$ cat config.mk
export PLATFORM = sky130hd
export DESIGN_NAME = tivm_top
export DESIGN_NICKNAME = d
export VERILOG_FILES = /design/src/hdl/tivm_top.v
export VERILOG_INCLUDE_DIRS = /design/src /design/src/hdl
export SDC_FILE = /design/constraint.sdc
export NUM_CORES = 1
export LEC_CHECK = 0
export BUFFER_PORTS_ARGS = -buffer_cell sky130_fd_sc_hd__buf_2
export CAP_MARGIN = 10
export CORE_ASPECT_RATIO = 1.1
export CORE_UTILIZATION = 53
export DETAILED_ROUTE_END_ITERATION = 10
export PLACE_DENSITY_LB_ADDON = 0.2
export SYNTH_ARGS = -nofsm -noshare
export SYNTH_HDL_FRONTEND = slang
export SYNTH_SLANG_ARGS = --single-unit
$ cat constraint.sdc
create_clock -name aclk -period 2.93 [get_ports aclk]
set_clock_uncertainty 0.2 [all_clocks]
set_input_delay 0 -clock aclk [delete_from_list [all_inputs] [get_ports aclk]]
set_output_delay 0 -clock aclk [all_outputs]
set_load 0.01 [all_outputs]
$ cat src/hdl/tivm_consts.vh
`ifndef TIVM_CONSTS_VH
`define TIVM_CONSTS_VH
// ************************************************************
// Vector map addresses
// ************************************************************
`define TIVM_RESET_INSTR_ADDR 24'h000000
`define TIVM_RESET_TARGET_ADDR 24'h000002
`define TIVM_TRAP_BASE 24'h000004
`define TIVM_IRQ_BASE 24'h000014
`define TIVM_ALT_OFFSET 24'h000100
`define TIVM_NUM_IRQ 118
`define TIVM_NUM_TRAP 8
// ************************************************************
// Trap vector numbers
// ************************************************************
`define TIVM_TRAP_OSC 3'h1
`define TIVM_TRAP_ADDR 3'h2
`define TIVM_TRAP_STACK 3'h3
`define TIVM_TRAP_MATH 3'h4
// ************************************************************
// Register byte offsets
// ************************************************************
`define TIVM_OFS_FLAG3 4'h0
`define TIVM_OFS_CTRL 4'h4
`define TIVM_OFS_IRQ_EN 4'h8
`define TIVM_OFS_IRQ_CLR 4'hc
// ************************************************************
// Field positions and reset values
// ************************************************************
`define TIVM_BIT_SLAVE 1
`define TIVM_BIT_MASTER 2
`define TIVM_BIT_EXT3 5
`define TIVM_FLAG3_MASK 16'h0026
`define TIVM_BIT_ALT 0
`define TIVM_CTRL_RST 16'h0000
`endif

$ cat src/hdl/tivm_top.v
// The AXI4-Lite register port and the placing of the registers were decided locally.
`timescale 1ns/1ps
`default_nettype none
`include "tivm_consts.vh"
module tivm_top (
  input wire aclk,
  input wire aresetn,
  input wire [31:0] s_axi_awaddr,
  input wire s_axi_awvalid,
  output reg s_axi_awready,
  input wire [31:0] s_axi_wdata,
  input wire [3:0] s_axi_wstrb,
  input wire s_axi_wvalid,
  output reg s_axi_wready,
  output reg [1:0] s_axi_bresp,
  output reg s_axi_bvalid,
  input wire s_axi_bready,
  input wire [31:0] s_axi_araddr,
  input wire s_axi_arvalid,
  output reg s_axi_arready,
  output reg [31:0] s_axi_rdata,
  output reg [1:0] s_axi_rresp,
  output reg s_axi_rvalid,
  input wire s_axi_rready,
  input wire reset_fetch,
  input wire [3:0] trap_req,
  input wire [117:0] irq_req,
  input wire ext_irq3_pin,
  input wire i2c2_master_event,
  input wire i2c2_slave_event,
  output reg vec_valid,
  output reg [23:0] vec_addr,
  output reg [7:0] vec_num,
  output reg vec_is_trap,
  output reg irq_out
);
  // ************************************************************
  // Helper functions
  // ************************************************************
  // Table base chosen by the table select bit
  function [23:0] tbl_base;
    input alt;
    begin
      tbl_base = alt ? `TIVM_ALT_OFFSET : 24'h000000;
    end
  endfunction

  // Word-aligned register decode of an AXI byte address
  function [3:0] reg_ofs;
    input [31:0] a;
    begin
      reg_ofs = {a[3:2], 2'b00};
    end
  endfunction

  // ************************************************************
  // Registers and state
  // ************************************************************
  reg [15:0] flag3_reg; // Third flag status register
  reg [15:0] ctrl_reg; // Table select control
  reg [15:0] irq_en_reg; // Interrupt enable of flag bits
  reg [2:0] ext3_sync_reg; // Synchroniser plus edge history
  reg [1:0] mst_sync_reg; // Master event synchroniser
  reg [1:0] slv_sync_reg; // Slave event synchroniser
  reg [1:0] rst_sync_reg; // Reset fetch request synchroniser
  reg [3:0] trap_s1_reg; // Trap request first stage
  reg [3:0] trap_s2_reg; // Trap request second stage
  reg [117:0] irq_s1_reg; // Interrupt request first stage
  reg [117:0] irq_s2_reg; // Interrupt request second stage
  reg rst_phase_reg; // Second word of reset jump pending
  reg rst_seen_reg; // Reset fetch request history
  reg aw_hold_reg; // Write address captured
  reg w_hold_reg; // Write data captured
  reg [3:0] aw_ofs_reg; // Captured write offset
  reg [31:0] w_data_reg; // Captured write data
  reg [3:0] w_strb_reg; // Captured write strobes
  wire alt_sel; // Alternate table in use
  wire ext3_rise; // External interrupt 3 edge
  wire [15:0] set_vec; // Hardware set pulses per flag bit
  wire wr_go; // Write completes this cycle
  wire wr_ok; // Mapped write completes this cycle
  wire [15:0] wmask; // Byte enable mask of low half
  reg [15:0] clr_vec; // Software clear per flag bit
  reg [15:0] flag3_next; // Next flag value
  reg [23:0] pick_addr; // Winning vector address
  reg [7:0] pick_num; // Winning vector number
  reg pick_trap; // Winner is a trap
  reg pick_valid; // Any request present
  integer i;

  assign alt_sel = ctrl_reg[`TIVM_BIT_ALT];
  assign ext3_rise = ext3_sync_reg[1] & ~ext3_sync_reg[2];
  assign wmask = {{8{w_strb_reg[1]}}, {8{w_strb_reg[0]}}};
  assign wr_go = aw_hold_reg & w_hold_reg & ~s_axi_bvalid;
  // Unmapped writes alias onto low offsets, so they must not touch any register
  assign wr_ok = wr_go & (s_axi_bresp == 2'b00);

  // ************************************************************
  // Input synchronisers
  // ************************************************************
  // Every outside request passes two flops before use
  always @(posedge aclk) begin
    if (!aresetn) begin
      ext3_sync_reg <= 3'h0;
      mst_sync_reg <= 2'h0;
      slv_sync_reg <= 2'h0;
      rst_sync_reg <= 2'h0;
      trap_s1_reg <= 4'h0;
      trap_s2_reg <= 4'h0;
      irq_s1_reg <= {118{1'b0}};
      irq_s2_reg <= {118{1'b0}};
    end else begin
      ext3_sync_reg <= {ext3_sync_reg[1:0], ext_irq3_pin};
      mst_sync_reg <= {mst_sync_reg[0], i2c2_master_event};
      slv_sync_reg <= {slv_sync_reg[0], i2c2_slave_event};
      rst_sync_reg <= {rst_sync_reg[0], reset_fetch};
      trap_s1_reg <= trap_req;
      trap_s2_reg <= trap_s1_reg;
      irq_s1_reg <= irq_req;
      irq_s2_reg <= irq_s1_reg;
    end
  end

  // ************************************************************
  // Third flag status register
  // ************************************************************
  // Hardware set pulses into their bit positions
  assign set_vec = {10'h000, ext3_rise, 2'b00, mst_sync_reg[1], slv_sync_reg[1], 1'b0};

  // Software clears by writing zero to the flag or one to the clear register
  always @* begin
    clr_vec = 16'h0000;
    if (wr_ok && aw_ofs_reg == `TIVM_OFS_FLAG3) begin
      clr_vec = wmask & ~w_data_reg[15:0];
    end else if (wr_ok && aw_ofs_reg == `TIVM_OFS_IRQ_CLR) begin
      clr_vec = wmask & w_data_reg[15:0];
    end
    // Set wins over clear; unimplemented bits stay zero
    flag3_next = ((flag3_reg & ~clr_vec) | set_vec) & `TIVM_FLAG3_MASK;
  end

  // Flag, control and enable registers
  always @(posedge aclk) begin
    if (!aresetn) begin
      flag3_reg <= 16'h0000;
      ctrl_reg <= `TIVM_CTRL_RST;
      irq_en_reg <= 16'h0000;
    end else begin
      flag3_reg <= flag3_next;
      if (wr_ok && aw_ofs_reg == `TIVM_OFS_CTRL) begin
        ctrl_reg <= (ctrl_reg & ~wmask) | (w_data_reg[15:0] & wmask & 16'h0001);
      end
      if (wr_ok && aw_ofs_reg == `TIVM_OFS_IRQ_EN) begin
        irq_en_reg <= (irq_en_reg & ~wmask) | (w_data_reg[15:0] & wmask & `TIVM_FLAG3_MASK);
      end
    end
  end

  // Level interrupt, high while an enabled flag is set
  always @(posedge aclk) begin
    if (!aresetn) begin
      irq_out <= 1'b0;
    end else begin
      irq_out <= |(flag3_next & irq_en_reg);
    end
  end

  // ************************************************************
  // Vector selection
  // ************************************************************
  // Scan from highest number down so the lowest address wins
  always @* begin
    pick_valid = 1'b0;
    pick_trap = 1'b0;
    pick_num = 8'h00;
    pick_addr = 24'h000000;
    for (i = `TIVM_NUM_IRQ - 1; i >= 0; i = i - 1) begin
      if (irq_s2_reg[i]) begin
        pick_valid = 1'b1;
        pick_trap = 1'b0;
        pick_num = i[7:0];
        pick_addr = tbl_base(alt_sel) + `TIVM_IRQ_BASE + {15'h0000, i[7:0], 1'b0};
      end
    end
    // Only sources 1..4 exist; reserved slots 0,5,6,7 never selected
    for (i = 3; i >= 0; i = i - 1) begin
      if (trap_s2_reg[i]) begin
        pick_valid = 1'b1;
        pick_trap = 1'b1;
        pick_num = i[7:0] + 8'h01;
        pick_addr = tbl_base(alt_sel) + `TIVM_TRAP_BASE + {20'h00000, i[2:0] + 3'h1, 1'b0};
      end
    end
  end

  // Vector output; reset fetch outranks everything
  always @(posedge aclk) begin
    if (!aresetn) begin
      vec_valid <= 1'b0;
      vec_addr <= 24'h000000;
      vec_num <= 8'h00;
      vec_is_trap <= 1'b0;
      rst_phase_reg <= 1'b0;
      rst_seen_reg <= 1'b0;
    end else begin
      rst_seen_reg <= rst_sync_reg[1];
      rst_phase_reg <= 1'b0;
      if (rst_sync_reg[1] && !rst_seen_reg) begin
        // Jump instruction word first
        vec_valid <= 1'b1;
        vec_addr <= `TIVM_RESET_INSTR_ADDR;
        vec_num <= 8'h00;
        vec_is_trap <= 1'b0;
        rst_phase_reg <= 1'b1;
      end else if (rst_phase_reg) begin
        // Jump target operand word next
        vec_valid <= 1'b1;
        vec_addr <= `TIVM_RESET_TARGET_ADDR;
        vec_num <= 8'h00;
        vec_is_trap <= 1'b0;
      end else begin
        vec_valid <= pick_valid;
        vec_addr <= pick_addr;
        vec_num <= pick_num;
        vec_is_trap <= pick_trap;
      end
    end
  end

  // ************************************************************
  // AXI4-Lite write channel
  // ************************************************************
  // Address and data taken in any order, response after both
  always @(posedge aclk) begin
    if (!aresetn) begin
      s_axi_awready <= 1'b0;
      s_axi_wready <= 1'b0;
      s_axi_bvalid <= 1'b0;
      s_axi_bresp <= 2'b00;
      aw_hold_reg <= 1'b0;
      w_hold_reg <= 1'b0;
      aw_ofs_reg <= 4'h0;
      w_data_reg <= 32'h00000000;
      w_strb_reg <= 4'h0;
    end else begin
      s_axi_awready <= ~aw_hold_reg & ~s_axi_awready & s_axi_awvalid;
      s_axi_wready <= ~w_hold_reg & ~s_axi_wready & s_axi_wvalid;
      if (s_axi_awvalid && s_axi_awready) begin
        aw_hold_reg <= 1'b1;
        aw_ofs_reg <= reg_ofs(s_axi_awaddr);
        s_axi_bresp <= (s_axi_awaddr[31:4] == 28'h0000000) ? 2'b00 : 2'b10;
      end
      if (s_axi_wvalid && s_axi_wready) begin
        w_hold_reg <= 1'b1;
        w_data_reg <= s_axi_wdata;
        w_strb_reg <= s_axi_wstrb;
      end
      if (wr_go) begin
        s_axi_bvalid <= 1'b1;
        if (s_axi_bresp != 2'b00) begin
          // Unmapped: suppress the register effect
          w_strb_reg <= 4'h0;
        end
      end
      if (s_axi_bvalid && s_axi_bready) begin
        s_axi_bvalid <= 1'b0;
        aw_hold_reg <= 1'b0;
        w_hold_reg <= 1'b0;
      end
    end
  end

  // ************************************************************
  // AXI4-Lite read channel
  // ************************************************************
  // One read at a time; unmapped answers SLVERR with zero data
  always @(posedge aclk) begin
    if (!aresetn) begin
      s_axi_arready <= 1'b0;
      s_axi_rvalid <= 1'b0;
      s_axi_rdata <= 32'h00000000;
      s_axi_rresp <= 2'b00;
    end else begin
      s_axi_arready <= ~s_axi_rvalid & ~s_axi_arready & s_axi_arvalid;
      if (s_axi_arvalid && s_axi_arready) begin
        s_axi_rvalid <= 1'b1;
        s_axi_rresp <= 2'b00;
        case (reg_ofs(s_axi_araddr))
          `TIVM_OFS_FLAG3: s_axi_rdata <= {16'h0000, flag3_reg};
          `TIVM_OFS_CTRL: s_axi_rdata <= {16'h0000, ctrl_reg};
          `TIVM_OFS_IRQ_EN: s_axi_rdata <= {16'h0000, irq_en_reg};
          default: s_axi_rdata <= 32'h00000000;
        endcase
        if (s_axi_araddr[31:4] != 28'h0000000) begin
          s_axi_rresp <= 2'b10;
          s_axi_rdata <= 32'h00000000;
        end
      end else if (s_axi_rvalid && s_axi_rready) begin
        s_axi_rvalid <= 1'b0;
      end
    end
  end
endmodule
`default_nettype wire

==> impl_metrics.json, run 1 <==
{
  "synth_top_area_frac": 0.525,
  "postSynth.asyncResetShare": 0,
  "finalNetCount": 2149,
  "path_class": "primary input to flop",
  "detailed_place_hpwl_um": 21200,
  "routedWlPerCell_um": 16.8,
  "synth_compound_gate_area_share": 0.123,
  "wl_um": 37600,
  "initial_utilization": 0.545,
  "switching_power_mw": 2.52,
  "timing.max_cap.violations": 0,
  "timing.rr.start": "trap_s2_reg[3]",
  "cts_root_buf": "clkbuf_16",
  "path_clk_slew_ns": 0.07,
  "vias_per_cell": 5.31,
  "simple_logic_cell_fraction_of_the_synthesized_area": 0.303,
  "synthTopCellsByArea": "dfxtp_1, and2_1, nor2_1, nand2_1, a21oi_1",
  "met3_use_gr": 0.0525,
  "timing_max_transition_violations_final": 0,
  "ir_worst_vdd_v": 0.000584,
  "pwr_density_cell_mw_per_mm2": 575,
  "tritoncts": "yes",
  "initial_antenna_violation_count": 1,
  "globalRouteMet1Util": 0.341,
  "number_of_stages_on_the_worst_hold_path": 3,
  "via_count_of_the_first_global_routing_pass": 12000,
  "syn2layout_area_growth_pct": 40.5,
  "crit_required_ns": 3.16,
  "clk_latency_ns": 0.56,
  "cp_data_arrival_time_ns": 2.79,
  "seq_area_frac_synth": 0.525,
  "hold_path_class": "primary input to flop",
  "worst_case_setup_slack_after_placement_ns": 0.456,
  "post_cts_resized": 0,
  "rows": 59,
  "synthMuxAreaShare": 0.00462,
  "report.final.setup_viol": 0,
  "die-width_um": 151,
  "timing.hold.worst_endpoint": "irq_s1_reg[102]",
  "edff_count_synth": 0,
  "grt_setup_unrepaired": "false",
  "syn_inst": 1398,
  "number_of_cts_inserted_buffers": 31,
  "final-hold-violation-count": 2,
  "reg2reg_to": "vec_addr[2]",
  "synthesis.yosys.warnings": 0,
  "hold_start": "irq_req[102]",
  "post_route_ant_nets": 0,
  "grt_use_met2": 0.540,
  "cp-end-kind": "flop",
  "seqPwrFrac": 0.473,
  "worstRegToRegCells": 6,
  "most_used_layer_global_route": "met2",
  "cts_sinks": 341,
  "comb_power_share": 0.123,
  "clk_path_buf_depth": 3,
  "largest_net_degree_at_the_start_of_global_routing": 265,
  "num_io_pins": 309,
  "initial_drc_count": 601,
  "synth_adder_area_share": 0,
  "fin_worst_hold_slack_ns": -0.00543,
  "sw_frac_of_total": 0.240,
  "postSynthRegisterBits": 341,
  "static_power_due_to_leakage_nw": 7.82,
  "routability_driven_placement_congestion_ratio": 0.907,
  "main_combinational_cell_family_by_area_after_synthesis": "simple AND/OR/NAND/NOR gates",
  "synthDistinctLibCells": 65,
  "grt_remaining_overflow": 0,
  "worst_setup_path_start_kind": "primary input",
  "setup-tns-final_ns": 0,
  "netlist.top_cell.by_area": "dfxtp_1",
  "syn-mean-instance-area_um2": 9.29,
  "clock.fmax_ghz": 0.390,
  "period_minus_slack_ns": 2.56,
  "wire_length_of_the_first_global_routing_pass_um": 59400,
  "port_buffers": 239,
  "clock_power_share": 0.404,
  "path_max_fanout": 1,
  "drc": 0,
  "synth_ff_type": "dfxtp_1",
  "failed_checks": "negative hold slack",
  "fp.dieH_um": 166,
  "netlist_area_mm2": 0.0130,
  "globalRouteTotalUtil": 0.294,
  "depth_of_the_cts_h_tree": 1,
  "floorplan.die_area_mm2": 0.0251,
  "tightest_slew_ns": 1.14,
  "synth_xor_xnor_area_share": 0,
  "rrSetupSlack_ns": 0.41,
  "vias": 11900,
  "status": "finished with violations",
  "post_route_cells_drive_above_1_share": 0.166,
  "p_int_mw": 7.98,
  "core_mm2": 0.0238,
  "first_pass_iters": 5,
  "fin_ws_ns": 0.368,
  "max_slew_margin": 0.238,
  "fin_crit_sh": 0.874
}
-- per-layer routing --
metal	routed length [um]	share of wire	vias to the layer above
li1	-	-	5804
met5	0	0	-
met2	19300	0.51	481
met3	2510	0.067	83
met1	14800	0.39	5561
met4	1030	0.027	0
-- power groups by stage --
stage / Clock (mW) / Sequential (mW) / Combinational [mW]
finish: 4.24 / 4.97 / 1.29
global placement: 0 / 5.05 / 0.954
global route: 4.49 / 4.98 / 1.41
CTS: 4.25 / 4.96 / 1.24
detailed placement: 0 / 5.06 / 0.960
floorplan: 0 / 5.02 / 0.646
-- Yosys cell counts (6+ instances only) --
cell / instances
and3_1: 17
a211oi_1: 6
mux2i_1: 6
a22oi_1: 14
a21oi_1: 56
nand3_1: 32
nor4_1: 40
nand2_1: 77
or3_1: 7
o21ai_0: 28
nor2_1: 94
a31oi_1: 15
nand2b_1: 11
dfxtp_1: 341
o211ai_1: 14
nor3_1: 42
and2_1: 300
o21ai_1: 23
a2111oi_0: 7
inv_1: 35
nor2b_1: 20
o311ai_1: 6
a21boi_0: 12
clkbuf_1: 42
nand4_1: 13
or4_1: 10
buf_4: 35
o21a_1: 7
o31ai_1: 12
-- final cells by class --
cell class	count	area (um^2)
clock inverter	15	189
antenna	1	2.50
clock buffer	42	887
sequential	341	6830
fill	1524	5590
inverter	35	131
timing repair buffer	532	4110
multi-input combinational	975	5720
tap	305	382
-- worst max path at each step --
stage,endpoint,cells past startpoint,startpoint
final,s_axi_bresp[1],8,s_axi_awaddr[26]
after detailed placement,vec_addr[2],6,irq_s2_reg[1]
after CTS,s_axi_bresp[1],8,s_axi_awaddr[26]
after global routing,s_axi_bresp[1],8,s_axi_awaddr[26]
after floorplan,vec_valid,7,irq_s2_reg[67]
after global placement,vec_addr[2],6,irq_s2_reg[1]
-- stage by stage --
step	hold WS [ns]	std cells	power, mW	cell area, um^2	util
floorplan	-0.0727	1432	5.67	13100	-
global placement	0.00549	1911	6.01	14400	0.604
detailed placement	0.00883	1911	6.02	14400	0.604
CTS	0.000288	2243	10.4	18200	0.764
global route	0.00844	2246	10.9	18300	0.765
finish	-0.00543	2246	10.5	18300	0.765
-- logic make-up after synthesis --
| kind of cell | after synthesis |
|---|---|
| buffers and inverters | 116 |
| DFF | 341 |
| and+or+nand+nor | 692 |
| AOI/OAI and AO/OA | 242 |
| other | 1 |
| muxes | 6 |
-- repair_timing --
item,CTS,global route
hold buffers,275,2
endpoints found under the hold margin,193,2
setup buffers,0,0
-- worst max-delay path, cell delays in order --
cell,delay [ns]
dlygate4sd3_1,0.52
buf_2,0.12
nor4_1,0.14
dlygate4sd3_1,0.57
nand4_1,0.06
dlygate4sd3_1,0.58
o221a_2,0.24
dlygate4sd3_1,0.56
-- placed cells by master (no fill, tap or decap), types with 5 or more instances in the layout --
cell | Yosys | layout
dlygate4sd3_1 | 0 | 277
or4_1 | 10 | 10
a21boi_0 | 12 | 12
nand4_1 | 13 | 13
buf_4 | 35 | 15
dfxtp_1 | 341 | 341
conb_1 | 1 | 35
o311ai_0 | 5 | 5
a21oi_1 | 56 | 56
nor4_1 | 40 | 40
clkinv_2 | 0 | 7
clkbuf_16 | 0 | 31
a31oi_1 | 15 | 15
and2_1 | 300 | 300
nand3_1 | 32 | 32
inv_1 | 35 | 35
nand2_1 | 77 | 77
mux2i_1 | 6 | 6
or3_1 | 7 | 7
clkbuf_8 | 0 | 7
nor2_1 | 94 | 94
o31ai_1 | 12 | 12
buf_2 | 2 | 238
nor3_1 | 42 | 42
a2111oi_0 | 7 | 7
a22oi_1 | 14 | 14
o21ai_0 | 28 | 28
and3_1 | 17 | 17
o21ai_1 | 23 | 23
o311ai_1 | 6 | 6
o21a_1 | 7 | 7
nor2b_1 | 20 | 20
nand2b_1 | 11 | 11
a211oi_1 | 6 | 6
o211ai_1 | 14 | 14
Note: power is estimated with default switching activity, not from simulation.
==> run 2: changes to the inputs <==
ABC_AREA = 1   (was default)
==> impl_metrics.json, run 2 <==
{
  "timing_max_transition_violations_final": 0,
  "core_mm2": 0.0239,
  "clk_path_buf_depth": 3,
  "syn-mean-instance-area_um2": 7.12,
  "num_io_pins": 309,
  "cp_data_arrival_time_ns": 6.82,
  "number_of_cts_inserted_buffers": 35,
  "path_buf_inv": 2,
  "syn_inst": 1835,
  "die-width_um": 152,
  "fin_crit_sh": 2.25,
  "most_numerous_cell_on_the_critical_path": "nand2_1",
  "synthesis.yosys.warnings": 0,
  "postSynth.asyncResetShare": 0,
  "first_pass_iters": 5,
  "edff_count_synth": 0,
  "wl_um": 36900,
  "port_buffers": 239,
  "register_area_mm2": 0.00683,
  "detailed_place_hpwl_um": 19200,
  "routability_driven_placement_congestion_ratio": 0.836,
  "setup-tns-final_ns": -10.60,
  "report.final.setup_viol": 6,
  "vias": 12600,
  "final-hold-violation-count": 0,
  "depth_of_the_cts_h_tree": 2,
  "timing.max_cap.violations": 0,
  "postSynthRegisterBits": 341,
  "synthDistinctLibCells": 31,
  "ir_worst_vdd_v": 0.000510,
  "globalRouteTotalUtil": 0.290,
  "drc": 0,
  "fp.dieH_um": 167,
  "initial_drc_count": 610,
  "synth_ff_type": "dfxtp_1",
  "tritoncts": "yes",
  "netlist.top_cell.by_area": "dfxtp_1",
  "cts_sinks": 341,
  "synth.top_cells.by_count": "inv_1, nand2_1, dfxtp_1, nor2_1, nand3_1",
  "vias_per_cell": 4.64,
  "finalNetCount": 2622,
  "hold_path_class": "primary input to flop",
  "fillers": 1509,
  "multi_input_comb_area_mm2": 0.00424,
  "pwr_density_cell_mw_per_mm2": 588,
  "critPathSlowestCell": "dfxtp_2",
  "path_clk_slew_ns": 0.06,
  "path_max_fanout": 2,
  "fin_ws_ns": -3.66,
  "grt_setup_unrepaired": "true",
  "crit_required_ns": 3.16,
  "clock.fmax_ghz": 0.152,
  "failed_checks": "negative setup slack",
  "netlist_area_mm2": 0.0131,
  "final_common_cell": "nand2_1",
  "via_count_of_the_first_global_routing_pass": 12800,
  "routedWlPerCell_um": 13.5,
  "floorplan.die_area_mm2": 0.0253,
  "clk_latency_ns": 0.53,
  "path_class": "flop to flop",
  "period_minus_slack_ns": 6.59,
  "static_power_due_to_leakage_nw": 10.9,
  "grt_remaining_overflow": 0,
  "synthTopCellsByArea": "dfxtp_1, inv_1, nand2_1, nor2_1, nand3_1",
  "seq_area_frac_synth": 0.522,
  "largest_net_degree_at_the_start_of_global_routing": 234,
  "status": "finished with violations",
  "post_route_cells_drive_above_1_share": 0.181,
  "critical_path.top_delay_family": "simple AND/OR/NAND/NOR gates",
  "initial_antenna_violation_count": 3,
  "post_route_ant_nets": 0,
  "rows": 59,
  "syn2layout_area_growth_pct": 44.7,
  "max_slew_margin": 0.392,
  "most-common-layout-cells": "nand2_1, inv_1, dfxtp_1",
  "tightest_slew_ns": 0.911,
  "worst_setup_path_start_kind": "flop",
  "cts_root_buf": "clkbuf_16",
  "wire_length_of_the_first_global_routing_pass_um": 58000,
  "initial_utilization": 0.546,
  "critical_path.max_stage_delay_ns": 0.33,
  "cp-end-kind": "flop",
  "fin_worst_hold_slack_ns": 0.00792,
  "synth_top_area_frac": 0.522
}
## run 2: cell count changes after synthesis, sizes merged, moves of 22 or more
cell / previous run / this run
nand2: 77 / 491
nand3: 32 / 73
nor4: 41 / 19
inv: 35 / 510
nor2: 95 / 142
and2: 300 / 0
## run 2: where the power goes
group          switching (mW)  internal (mW)  leakage [nW]
registers              0.0939           4.83          2.81
logic                   0.746          0.680          7.50
clock network            1.86           2.91         0.596
total                    2.70           8.42          10.9
## run 2: worst paths after layout
check                         from         endpoint  slack (ns)  cells past startpoint
setup / recovery   irq_s2_reg[116]      vec_addr[1]       -3.66                    123
hold / removal    s_axi_araddr[18]  s_axi_rdata[13]       0.008                      9
setup reg to reg   irq_s2_reg[116]      vec_addr[1]       -3.66                    123
hold reg to reg       rst_seen_reg    rst_phase_reg        0.20                      1
## run 2: cells by family after synthesis
logic type             after synthesis  synth area share
flip-flops                         341             0.522
other                                1          0.000287
AND/OR/NAND/NOR                    756             0.231
buffers and inverters              587             0.180
AO/OA/AOI/OAI                      150            0.0663
## run 2: area by class of cell
cell class / instances / share of cell area
timing repair buffer: 559 / 0.227
antenna: 3 / 0.000397
clock buffer: 43 / 0.0495
clock inverter: 20 / 0.0159
tap: 305 / 0.0202
inverter: 511 / 0.102
sequential: 341 / 0.361
multi-input combinational: 941 / 0.224
## run 2: per-stage QoR
stage	worst slack (ns)	std cells	cell area, um^2	power, mW	utilization
floorplan	-2.82	1869	13200	5.68	-
global placement	-3.36	2398	14800	6.02	0.620
detailed placement	-3.41	2398	14800	6.04	0.620
CTS	-3.47	2722	18700	11.0	0.783
global route	-5.07	2723	18900	11.6	0.791
finish	-3.66	2723	18900	11.1	0.791
## run 2: timing repair
item,CTS,global route
pin swaps,29,50
gates resized for setup,22,53
hold endpoints to repair,213,0
hold buffers,259,0
setup buffers,2,2
endpoints found under the setup margin,6,12
## run 2: worst register-to-register path, delay by kind of cell, from the launching register on
kind                   cells  cell delay [ns]
buffers and inverters      2             0.06
flip-flops                 1             0.33
AND/OR/NAND/NOR          121             5.88
## run 2: routing by layer
| metal | global-route usage | part of all wire | vias to the layer above |
|---|---|---|---|
| met1 | 0.301 | 0.38 | 5633 |
| met5 | 0 | 0 | - |
| met2 | 0.540 | 0.51 | 470 |
| met4 | 0.146 | 0.047 | 0 |
| met3 | 0.0564 | 0.059 | 142 |
| li1 | - | - | 6387 |
